$ cat src/rtl/pcm_map.svh
//
// Contract
// RQ1 - encoder picks the character that minimises transitions and tracks running dc balance
// RQ2 - active video sends colour; blanking sends both syncs and control bits
// RQ3 - red bits 23..16 on channel 2, green 15..8 on 1, blue 7..0 on 0
// RQ4 - blanking sends control bits 3,2 on channel 2 and bit 1 on channel 1
// RQ5 - control bit 3 always goes out as zero
// RQ6 - controller holds control and sync inputs steady while active video is high
// RQ7 - differential mode takes clock timing from the crossing of both clock inputs
// RQ8 - differential clocking only offered in low-swing reference mode
// RQ9 - single-ended clock drives the positive input, negative input grounded
// RQ10 - width select low gives 12-bit dual edge, high gives 24-bit single edge
// RQ11 - 12-bit mode latches a word on both clock edges, two words per pixel
// RQ12 - 24-bit mode latches on rising edge if edge select is one, else falling
// RQ13 - in 12-bit mode edge select picks the primary latching edge
// RQ14 - low swing: 12-bit style 0 differential; 24-bit style 1 differential
// RQ15 - high swing ignores clock style select and latches single-ended
// RQ16 - no 12-bit single-edge and no 24-bit dual-edge mode exist
// RQ17 - width, style, edge from register when bus enabled, else from pins
// RQ18 - 12-bit low word {g3..0,b7..0}, high word {r7..0,g7..4}
// RQ19 - system should avoid single-ended clocking in low-swing mode
// RQ20 - deskew enable and three-bit setting move the data capture instant
// RQ21 - offset is setting minus four steps when enabled, default when disabled
// RQ22 - bus-select pin high uses and enables registers, low uses pins
// RQ23 - 12-bit low word on primary edge, high word on following opposite edge
`ifndef PCM_MAP_SVH
`define PCM_MAP_SVH

// ----------------------------------------
// register offsets
// ----------------------------------------
`define PCM_MODE_OFS     12'h000
`define PCM_STAT_OFS     12'h004

// ----------------------------------------
// mode register fields and reset value
// ----------------------------------------
`define PCM_F_WIDE       0
`define PCM_F_STYLE      1
`define PCM_F_EDGE       2
`define PCM_F_DESKEW_ENABLE       3
`define PCM_F_DK_LO      4
`define PCM_F_DK_HI      6
`define PCM_MODE_RST     7'h00

// ----------------------------------------
// status register fields
// ----------------------------------------
`define PCM_S_DIFF       7
`define PCM_S_BUSSEL     8
`define PCM_S_DE         9
`define PCM_S_CNT_LO     16

// ----------------------------------------
// timing
// ----------------------------------------
`define PCM_PCLK_MHZ     10
`define PCM_DSK_STEP_NS  100
`define PCM_DSK_CENTER   4

// ----------------------------------------
// control characters
// ----------------------------------------
`define PCM_CTL_00       10'h354
`define PCM_CTL_01       10'h0AB
`define PCM_CTL_10       10'h154
`define PCM_CTL_11       10'h2AB

`endif

$ cat src/rtl/pcm_pkg.sv
package pcm_pkg;

	// one sampled snapshot of the parallel pixel bus
	typedef struct packed {
		logic        de;
		logic        vs;
		logic        hs;
		logic [2:0]  ctl;
		logic [23:0] data;
	} pcm_sample_t;

	// effective interface configuration
	typedef struct packed {
		logic       wide;
		logic       style;
		logic       edge_rise;
		logic       dk_en;
		logic [2:0] dk;
	} pcm_cfg_t;

	// word phase of 12-bit capture
	typedef enum logic {PCM_PH_LOW, PCM_PH_HIGH} pcm_phase_t;

endpackage

$ cat src/rtl/pcm_capture_top.sv
// The implementer's own choices: the APB interface to the registers and the register addresses.
`timescale 1ns/1ns
`include "pcm_map.svh"
module pcm_capture_top import pcm_pkg::*; #(
	parameter int HIST = 9
) (
	// apb slave
	input  wire logic        pclk,
	input  wire logic        presetn,
	input  wire logic        psel,
	input  wire logic        penable,
	input  wire logic        pwrite,
	input  wire logic [11:0] paddr,
	input  wire logic [31:0] pwdata,
	output logic      [31:0] prdata,
	output logic             pready,
	output logic             pslverr,
	// parallel pixel bus pins
	input  wire logic        pixel_input_clock_p,
	input  wire logic        pixel_input_clock_n,
	input  wire logic [23:0] pixel_data,
	input  wire logic        active_video_flag,
	input  wire logic        hsync_in,
	input  wire logic        vsync_in,
	input  wire logic [2:0]  blanking_control_bits,
	// configuration pins
	input  wire logic        bus_select_reset,
	input  wire logic        bus_width_select,
	input  wire logic        clock_style_select,
	input  wire logic        latch_edge_select,
	input  wire logic        deskew_enable,
	input  wire logic [2:0]  deskew_setting,
	input  wire logic        ref_low_swing,
	// encoded channels
	output logic      [9:0]  red_output_channel,
	output logic      [9:0]  green_output_channel,
	output logic      [9:0]  blue_output_channel,
	output logic             char_valid
);

	// ----------------------------------------
	// constants
	// ----------------------------------------
	localparam int STEP_CYC_RAW = (`PCM_DSK_STEP_NS * `PCM_PCLK_MHZ) / 1000;
	localparam int STEP_CYC     = (STEP_CYC_RAW < 1) ? 1 : STEP_CYC_RAW;
	localparam int CENTER       = `PCM_DSK_CENTER * STEP_CYC;
	localparam int DEPTH        = (HIST > 2 * CENTER) ? HIST : 2 * CENTER + 1;

	// ----------------------------------------
	// functions
	// ----------------------------------------
	// differential clocking is a low-swing feature only
	function automatic logic pcm_diff_mode(input logic low, input pcm_cfg_t c);
		pcm_diff_mode = low && (c.wide ? c.style : !c.style); // [RQ8] [RQ14] [RQ15]
	endfunction

	// history tap that lines data up with the delayed edge
	function automatic int pcm_tap(input pcm_cfg_t c);
		if (c.dk_en)
			pcm_tap = (2 * `PCM_DSK_CENTER - int'(c.dk)) * STEP_CYC; // [RQ21]
		else
			pcm_tap = CENTER; // [RQ21]
	endfunction

	// ----------------------------------------
	// pin synchronisers
	// ----------------------------------------
	pcm_sample_t smp_s;
	logic        ck_p_s;
	logic        ck_n_s;
	logic        bus_sel_s;
	pcm_cfg_t    pin_cfg_s;
	logic        low_s;

	pcm_sync #(
		.W ($bits(pcm_sample_t) + 2)
	) u_sync_pix (
		.clk   (pclk),
		.rst_n (presetn),
		.d     ({active_video_flag, vsync_in, hsync_in, blanking_control_bits, pixel_data,
		         pixel_input_clock_p, pixel_input_clock_n}),
		.q     ({smp_s, ck_p_s, ck_n_s})
	);

	pcm_sync #(
		.W ($bits(pcm_cfg_t) + 2)
	) u_sync_cfg (
		.clk   (pclk),
		.rst_n (presetn),
		.d     ({bus_select_reset, ref_low_swing, bus_width_select, clock_style_select,
		         latch_edge_select, deskew_enable, deskew_setting}),
		.q     ({bus_sel_s, low_s, pin_cfg_s})
	);

	// ----------------------------------------
	// mode register and configuration select
	// ----------------------------------------
	logic     [6:0] mode_r;
	pcm_cfg_t       cfg;
	logic           diff_on;
	logic           wr_hit;

	assign wr_hit = psel && penable && pready && pwrite && paddr == `PCM_MODE_OFS;

	// bus-select pin low holds the registers at their defaults
	always_ff @(posedge pclk or negedge presetn) begin
		if (!presetn)
			mode_r <= `PCM_MODE_RST;
		else if (!bus_sel_s)
			mode_r <= `PCM_MODE_RST; // [RQ22]
		else if (wr_hit)
			mode_r <= pwdata[`PCM_F_DK_HI:`PCM_F_WIDE];
	end

	// registers when the bus is enabled, pins otherwise
	always_comb begin
		if (bus_sel_s) begin
			cfg.wide      = mode_r[`PCM_F_WIDE]; // [RQ17] [RQ22]
			cfg.style     = mode_r[`PCM_F_STYLE];
			cfg.edge_rise = mode_r[`PCM_F_EDGE];
			cfg.dk_en     = mode_r[`PCM_F_DESKEW_ENABLE];
			cfg.dk        = mode_r[`PCM_F_DK_HI:`PCM_F_DK_LO];
		end else begin
			cfg = pin_cfg_s; // [RQ17]
		end
	end

	assign diff_on = pcm_diff_mode(low_s, cfg);

	// ----------------------------------------
	// clock level recovery and edge finding
	// ----------------------------------------
	logic lvl_r;
	logic lvl_d_r;
	logic rise;
	logic fall;

	// differential: level changes only where the inputs cross
	always_ff @(posedge pclk or negedge presetn) begin
		if (!presetn)
			lvl_r <= 1'b0;
		else if (!diff_on)
			lvl_r <= ck_p_s; // [RQ9] [RQ15] negative input ignored
		else if (ck_p_s != ck_n_s)
			lvl_r <= ck_p_s; // [RQ7]
	end

	always_ff @(posedge pclk or negedge presetn) begin
		if (!presetn)
			lvl_d_r <= 1'b0;
		else
			lvl_d_r <= lvl_r;
	end

	assign rise = lvl_r && !lvl_d_r;
	assign fall = !lvl_r && lvl_d_r;

	// ----------------------------------------
	// deskew: sample history and delayed edges
	// ----------------------------------------
	pcm_sample_t     hist_r [DEPTH];
	logic [CENTER:1] rise_d_r;
	logic [CENTER:1] fall_d_r;
	pcm_sample_t     tap_smp;
	logic            pri;
	logic            opp;

	// edges wait CENTER cycles so data may be taken early or late
	always_ff @(posedge pclk or negedge presetn) begin
		if (!presetn) begin
			rise_d_r <= '0;
			fall_d_r <= '0;
		end else begin
			rise_d_r <= {rise_d_r[CENTER-1:1], rise};
			fall_d_r <= {fall_d_r[CENTER-1:1], fall};
		end
	end

	// sample history aligned with the edge pipe
	generate
		for (genvar i = 0; i < DEPTH; i++) begin : g_hist
			always_ff @(posedge pclk or negedge presetn) begin
				if (!presetn)
					hist_r[i] <= '0;
				else if (i == 0)
					hist_r[i] <= smp_s;
				else
					hist_r[i] <= hist_r[(i == 0) ? 0 : i-1];
			end
		end
	endgenerate

	assign tap_smp = hist_r[pcm_tap(cfg)]; // [RQ20]

	// primary edge from edge select, both modes
	assign pri = cfg.edge_rise ? rise_d_r[CENTER] : fall_d_r[CENTER]; // [RQ12] [RQ13]
	assign opp = cfg.edge_rise ? fall_d_r[CENTER] : rise_d_r[CENTER];

	// ----------------------------------------
	// capture and pixel assembly
	// ----------------------------------------
	pcm_phase_t  ph_r;
	logic [11:0] lo_r;
	pcm_sample_t pix_r;
	logic        pix_stb_r;

	// width alone decides single or dual edge use
	always_ff @(posedge pclk or negedge presetn) begin
		if (!presetn) begin
			ph_r <= PCM_PH_LOW;
		end else if (cfg.wide) begin
			ph_r <= PCM_PH_LOW; // [RQ16] no second word in 24-bit mode
		end else begin
			case (ph_r)
				PCM_PH_LOW:  if (pri) ph_r <= PCM_PH_HIGH; // [RQ23]
				PCM_PH_HIGH: if (opp) ph_r <= PCM_PH_LOW; // [RQ11]
				default:     ph_r <= PCM_PH_LOW;
			endcase
		end
	end

	// low word kept until its high partner arrives
	always_ff @(posedge pclk or negedge presetn) begin
		if (!presetn)
			lo_r <= 12'h000;
		else if (!cfg.wide && ph_r == PCM_PH_LOW && pri)
			lo_r <= tap_smp.data[11:0]; // [RQ23]
	end

	// pixel register; syncs follow the data word that completes the pixel
	always_ff @(posedge pclk or negedge presetn) begin
		if (!presetn) begin
			pix_r     <= '0;
			pix_stb_r <= 1'b0;
		end else begin
			pix_stb_r <= 1'b0;
			if (cfg.wide && pri) begin
				pix_r     <= tap_smp; // [RQ10] [RQ12]
				pix_stb_r <= 1'b1;
			end else if (!cfg.wide && ph_r == PCM_PH_HIGH && opp) begin
				pix_r      <= tap_smp; // [RQ10] [RQ11]
				pix_r.data <= {tap_smp.data[11:0], lo_r}; // [RQ18]
				pix_stb_r  <= 1'b1;
			end
		end
	end

	// ----------------------------------------
	// channel mapping and encoders
	// ----------------------------------------
	logic [7:0] ch_d   [3];
	logic [1:0] ch_c   [3];
	logic [9:0] ch_q   [3];

	// colour bytes by channel; controls only matter in blanking
	// controller keeps controls steady during active video [RQ6]
	always_comb begin
		ch_d[2] = pix_r.data[23:16]; // [RQ3]
		ch_d[1] = pix_r.data[15:8];
		ch_d[0] = pix_r.data[7:0];
		ch_c[0] = {pix_r.vs, pix_r.hs}; // [RQ2]
		ch_c[1] = {pix_r.ctl[0], 1'b0}; // [RQ4]
		ch_c[2] = {1'b0, pix_r.ctl[1]}; // [RQ4] [RQ5]
	end

	generate
		for (genvar k = 0; k < 3; k++) begin : g_enc
			pcm_tmds_enc u_enc (
				.clk   (pclk),
				.rst_n (presetn),
				.stb   (pix_stb_r),
				.de    (pix_r.de), // [RQ2]
				.d     (ch_d[k]),
				.c     (ch_c[k]),
				.q     (ch_q[k])
			);
		end
	endgenerate

	assign red_output_channel   = ch_q[2];
	assign green_output_channel = ch_q[1];
	assign blue_output_channel  = ch_q[0];

	// marks the cycle a new character set stands
	always_ff @(posedge pclk or negedge presetn) begin
		if (!presetn)
			char_valid <= 1'b0;
		else
			char_valid <= pix_stb_r;
	end

	// ----------------------------------------
	// pixel counter for status
	// ----------------------------------------
	logic [15:0] pix_cnt_r;

	// wraps silently; software only needs to see motion
	always_ff @(posedge pclk or negedge presetn) begin
		if (!presetn)
			pix_cnt_r <= 16'h0000;
		else if (pix_stb_r && pix_r.de)
			pix_cnt_r <= pix_cnt_r + 16'h0001;
	end

	// ----------------------------------------
	// apb answer
	// ----------------------------------------
	logic [31:0] rd_nxt;
	logic        err_nxt;

	// read mux; unmapped offsets answer with an error
	always_comb begin
		rd_nxt  = 32'h0000_0000;
		err_nxt = 1'b0;
		case (paddr)
			`PCM_MODE_OFS: rd_nxt[6:0] = mode_r;
			`PCM_STAT_OFS: begin
				rd_nxt[6:0]                     = {cfg.dk, cfg.dk_en, cfg.edge_rise, cfg.style, cfg.wide};
				rd_nxt[`PCM_S_DIFF]             = diff_on;
				rd_nxt[`PCM_S_BUSSEL]           = bus_sel_s;
				rd_nxt[`PCM_S_DE]               = pix_r.de;
				rd_nxt[`PCM_S_CNT_LO +: 16]     = pix_cnt_r;
				err_nxt                         = pwrite;
			end
			default: err_nxt = 1'b1;
		endcase
	end

	// one wait-free access phase: ready rises the cycle after setup
	always_ff @(posedge pclk or negedge presetn) begin
		if (!presetn) begin
			pready  <= 1'b0;
			prdata  <= 32'h0000_0000;
			pslverr <= 1'b0;
		end else begin
			pready  <= psel && !penable && !pready;
			prdata  <= (psel && !penable && !pwrite) ? rd_nxt : 32'h0000_0000;
			pslverr <= psel && !penable && err_nxt;
		end
	end

endmodule

$ cat src/rtl/pcm_sync.sv
`timescale 1ns/1ns
// two-flop synchroniser for pins from outside pclk
module pcm_sync #(
	parameter int W = 1
) (
	// clock and reset
	input  wire logic         clk,
	input  wire logic         rst_n,
	// pin side and synchronised side
	input  wire logic [W-1:0] d,
	output logic      [W-1:0] q
);

	logic [W-1:0] meta_r;

	// first stage feeds only the second
	always_ff @(posedge clk or negedge rst_n) begin
		if (!rst_n) begin
			meta_r <= '0;
			q      <= '0;
		end else begin
			meta_r <= d;
			q      <= meta_r;
		end
	end

endmodule

$ cat src/rtl/pcm_tmds_enc.sv
`timescale 1ns/1ns
// one channel: 8b to 10b with running disparity
module pcm_tmds_enc (
	// clock and reset
	input  wire logic       clk,
	input  wire logic       rst_n,
	// symbol in
	input  wire logic       stb,
	input  wire logic       de,
	input  wire logic [7:0] d,
	input  wire logic [1:0] c,
	// character out
	output logic      [9:0] q
);

	logic        use_xnor;
	logic [8:0]  qm;
	logic [3:0]  n1d;
	logic [3:0]  n1q;
	logic signed [4:0] diff;
	logic signed [4:0] cnt_r;
	logic signed [4:0] cnt_nxt;
	logic [9:0]  q_nxt;

	// stage one: transition minimising
	always_comb begin
		n1d = 4'h0;
		for (int i = 0; i < 8; i++) n1d = n1d + 4'(d[i]);
		use_xnor = (n1d > 4'h4) || (n1d == 4'h4 && !d[0]);
		qm[0] = d[0];
		for (int i = 1; i < 8; i++) qm[i] = use_xnor ? ~(qm[i-1] ^ d[i]) : (qm[i-1] ^ d[i]);
		qm[8] = !use_xnor;
		n1q = 4'h0;
		for (int i = 0; i < 8; i++) n1q = n1q + 4'(qm[i]);
		diff = 5'(signed'({1'b0, n1q, 1'b0})) - 5'sh08; // ones minus zeros
	end

	// stage two: dc balance against the running tally [RQ1]
	always_comb begin
		if (!de) begin
			cnt_nxt = 5'sh00;
			case (c)
				2'h0:    q_nxt = `PCM_CTL_00;
				2'h1:    q_nxt = `PCM_CTL_01;
				2'h2:    q_nxt = `PCM_CTL_10;
				default: q_nxt = `PCM_CTL_11;
			endcase
		end else if (cnt_r == 5'sh00 || diff == 5'sh00) begin
			q_nxt   = {~qm[8], qm[8], qm[8] ? qm[7:0] : ~qm[7:0]};
			cnt_nxt = qm[8] ? cnt_r + diff : cnt_r - diff;
		end else if ((cnt_r > 0 && diff > 0) || (cnt_r < 0 && diff < 0)) begin
			q_nxt   = {1'b1, qm[8], ~qm[7:0]};
			cnt_nxt = cnt_r + (qm[8] ? 5'sh02 : 5'sh00) - diff;
		end else begin
			q_nxt   = {1'b0, qm[8], qm[7:0]};
			cnt_nxt = cnt_r - (qm[8] ? 5'sh00 : 5'sh02) + diff;
		end
	end

	// character and tally advance once per pixel
	always_ff @(posedge clk or negedge rst_n) begin
		if (!rst_n) begin
			q     <= `PCM_CTL_00;
			cnt_r <= 5'sh00;
		end else if (stb) begin
			q     <= q_nxt;
			cnt_r <= cnt_nxt;
		end
	end

endmodule

$ cat config.mk
export PLATFORM = sky130hd
export DESIGN_NAME = pcm_capture_top
export DESIGN_NICKNAME = d
export VERILOG_FILES = /design/src/rtl/pcm_pkg.sv /design/src/rtl/pcm_capture_top.sv /design/src/rtl/pcm_sync.sv /design/src/rtl/pcm_tmds_enc.sv
export VERILOG_INCLUDE_DIRS = /design/src /design/src/rtl
export SDC_FILE = /design/constraint.sdc
export NUM_CORES = 1
export LEC_CHECK = 0
export ABC_AREA = 1
export BUFFER_PORTS_ARGS = -buffer_cell sky130_fd_sc_hd__buf_4
export CORE_AREA = 2 2 229 231
export DETAILED_ROUTE_END_ITERATION = 10
export DIE_AREA = 0 0 231 233
export GPL_TIMING_DRIVEN = 0
export PLACE_DENSITY = 0.58
export REMOVE_ABC_BUFFERS = 1
export SYNTH_ARGS = -nofsm -noshare
export SYNTH_HDL_FRONTEND = slang
export SYNTH_SLANG_ARGS = --single-unit
$ cat constraint.sdc
create_clock -name pclk -period 8.96 [get_ports pclk]
set_clock_uncertainty 0.05 [all_clocks]
set_input_delay 0.896 -clock pclk [delete_from_list [all_inputs] [get_ports pclk]]
set_output_delay 0.896 -clock pclk [all_outputs]
set_load 0.02 [all_outputs]
==> impl_metrics.env <==
export IMPL_critPathArrivalTime_ns=8.78
export IMPL_core_area_sq_um=51100
export IMPL_gp_congestion=0.841
export IMPL_hold_class="input pin to asynchronous set/reset pin"
export IMPL_yosysMostFrequentCell="dfrtp_1"
export IMPL_max_cap_violations=0
export IMPL_slowest_stage="o21ai_1"
export IMPL_clock_sinks=488
export IMPL_nets=2149
export IMPL_crit_type="flip-flop to flip-flop"
export IMPL_grt_overflow_total=0
export IMPL_netlist_area_leader_share=0.579
export IMPL_syn_to_final_growth_pct=17.4
export IMPL_clockBufferDepth=3
export IMPL_slowest_delay_ns=0.63
export IMPL_grt_pass1_wl_mm=75.2
export IMPL_rows=83
export IMPL_drt_total_wl_mm=44.8
export IMPL_cp_end_kind="flip-flop"
export IMPL_fill_cells=4703
export IMPL_clkTransAtPathRegs_ns=0.06
export IMPL_drt_wirelength_per_cell_um=16.8
export IMPL_diodes=0
export IMPL_ys_seq_area_frac=0.599
export IMPL_drc=0
export IMPL_rsz0062_at_grt="false"
export IMPL_port_buffers=122
export IMPL_grt_usage=0.173
export IMPL_setup_viol=0
export IMPL_synth_seq_cells=488
export IMPL_drive_gt1_frac=0.150
export IMPL_vias=13600
export IMPL_die_x_um=231
export IMPL_maxSlewHeadroom=0.168
export IMPL_vias_per_cell=5.09
export IMPL_dp_hpwl_mm=29.7
export IMPL_status="complete, no violations"
export IMPL_drt_iter0_markers=953
export IMPL_io_pins=155
export IMPL_grt_pass1_vias=14000
export IMPL_yosys_top_cells_count="dfrtp_1 (473), nor2_1 (195), nand2_1 (186)"
export IMPL_cp_max_fo=15
export IMPL_post_dp_cell_area_sq_um=22200
export IMPL_cts_tree="done"
export IMPL_postLayoutCellArea_sq_um=24000
export IMPL_start_util=0.400
export IMPL_dieArea_sq_um=53800
export IMPL_fin_crit_ns=8.29
export IMPL_startpoint_type="flip-flop"
export IMPL_synth_edf_count=0
export IMPL_wl_met1_mm=20.8
export IMPL_yosys_most_used_dff="dfrtp_1"
export IMPL_ant_nets=0
export IMPL_antenna_found_initial=0
export IMPL_crit_top_cell="fa_1"
export IMPL_clock_latency_ns=0.60
export IMPL_worst_pin_slew_ns=1.25
export IMPL_wl_met3_mm=1.94
export IMPL_maxSlewViolCount=0
export IMPL_synth_area_leader_cell="dfrtp_1"
export IMPL_cts_setup_buffers=0
export IMPL_synth_async_sr_flop_share=1.00
export IMPL_netlist_instances=1838
export IMPL_hold_viol=0
export IMPL_finalCritPeriodShare=0.925
export IMPL_max_clock_freq_mhz=121
export IMPL_dr_wl_met2_mm=20.9
export IMPL_crit_required_ns=9.44
export IMPL_ys_types=61
export IMPL_highest_layer="met4"
export IMPL_root_buffer="clkbuf_16"
export IMPL_yosysWarnings=0
export IMPL_syn_avg_cell_area_sq_um=11.1
export IMPL_h_tree_depth=2
export IMPL_tns_ns=0
export IMPL_yosys_top_cells_area="dfrtp_1 (58%), ha_1 (4.2%), fa_1 (3.8%), nor2_1 (3.6%), nand2_1 (3.4%)"
export IMPL_cts_buffers=51
export IMPL_dr_pass1_iters=7
export IMPL_netlist_area_sq_um=20400
export IMPL_fp_dieH_um=233
export IMPL_final_core_util=0.469
export IMPL_grt_max_degree=116
[cell type report]
type                       count  area, sq um  share of cell area
sequential                   488        12200               0.510
timing repair buffer         141         1310              0.0548
clock buffer                  75         1500              0.0624
inverter                     183          688              0.0287
clock inverter                12          231             0.00965
multi-input combinational   1087         7170               0.299
tap                          680          851              0.0355
[timing repair]
| action | 4_1_cts | 5_1_grt |
|---|---|---|
| setup endpoints to repair | 0 | 14 |
| hold buffers | 0 | 0 |
| resized for setup | 0 | 4 |
[metrics by stage]
stage,hold WS (ns),cells,worst slack (ns)
6_report,0.208,2666,0.668
5_1_grt,0.236,2666,0.0229
4_1_cts,0.213,2665,0.115
3_5_place_dp,0.285,2578,0.194
3_3_place_gp,0.281,2560,-1.26
2_1_floorplan,0.281,1758,1.45
[layer usage]
| layer | vias up | global-route usage |
|---|---|---|
| met5 | - | 0 |
| met4 | 0 | 0.0601 |
| met3 | 76 | 0.0230 |
| met2 | 293 | 0.275 |
| met1 | 6792 | 0.245 |
| li1 | 6403 | - |
[registers in the layout (all words and copies together), names as in the netlist, 12 cells and up]
register	cells
pix_cnt_r	16
hist_r	261
u_sync_pix.meta_r	31
u_sync_pix.q	31
ch_d	24
g_enc.u_enc.q	30
lo_r	12
prdata	26
g_enc.u_enc.cnt_r	12
[final timing paths]
| path | start | to | slack, ns | cells after the start |
|---|---|---|---|---|
| max reg2reg | ch_d[0] | g_enc[2].u_enc.q[2] | 0.67 | 33 |
| min | presetn | u_sync_pix.meta_r[26] | 0.21 | 1 |
| min in group pclk | u_sync_pix.meta_r[0] | u_sync_pix.q[0] | 0.29 | 0 |
| max in group asynchronous | presetn | hist_r[215] | 6.81 | 4 |
| min reg2reg | u_sync_pix.meta_r[0] | u_sync_pix.q[0] | 0.29 | 0 |
| max | ch_d[0] | g_enc[2].u_enc.q[2] | 0.67 | 33 |
[cell usage in the layout (no fill, tap or decap), drive strengths merged, types with 39 or more instances in the layout]
master  Yosys  layout
nor2      198     198
nand2     204     204
clkbuf     42      75
o21ai     155     155
nand3      69      69
o221ai     48      48
ha         68      68
a21oi      53      53
dfrtp     473     473
inv       180     181
o22ai      67      67
xor2       49      49
buf        42     141
fa         39      39
[worst max-delay path: cells and delay by family (launching register included)]
family,cells,cell delay [ns]
AOI/OAI and AO/OA,5,1.53
buffers and inverters,5,0.63
xor gates and xnor gates,1,0.37
adders and majority gates,9,3.64
and+or+nand+nor,13,1.58
DFF,1,0.44
[cell families (layout without fill, tap and decap cells)]
group                    count (synthesis)  in the layout  synth area share
adder cells (fa/ha/maj)                107            107            0.0799
AND/OR/NAND/NOR                        493            493             0.105
XOR/XNOR                                78             78            0.0373
AO/OA/AOI/OAI                          403            403             0.126
buffers and inverters                  268            411            0.0537
flip-flops                             488            488             0.599
other                                    1              6          0.000184
Power is left out: the tool's default activity adds up to more than one toggle a clock period on the data nets, which glitch-free logic cannot reach.
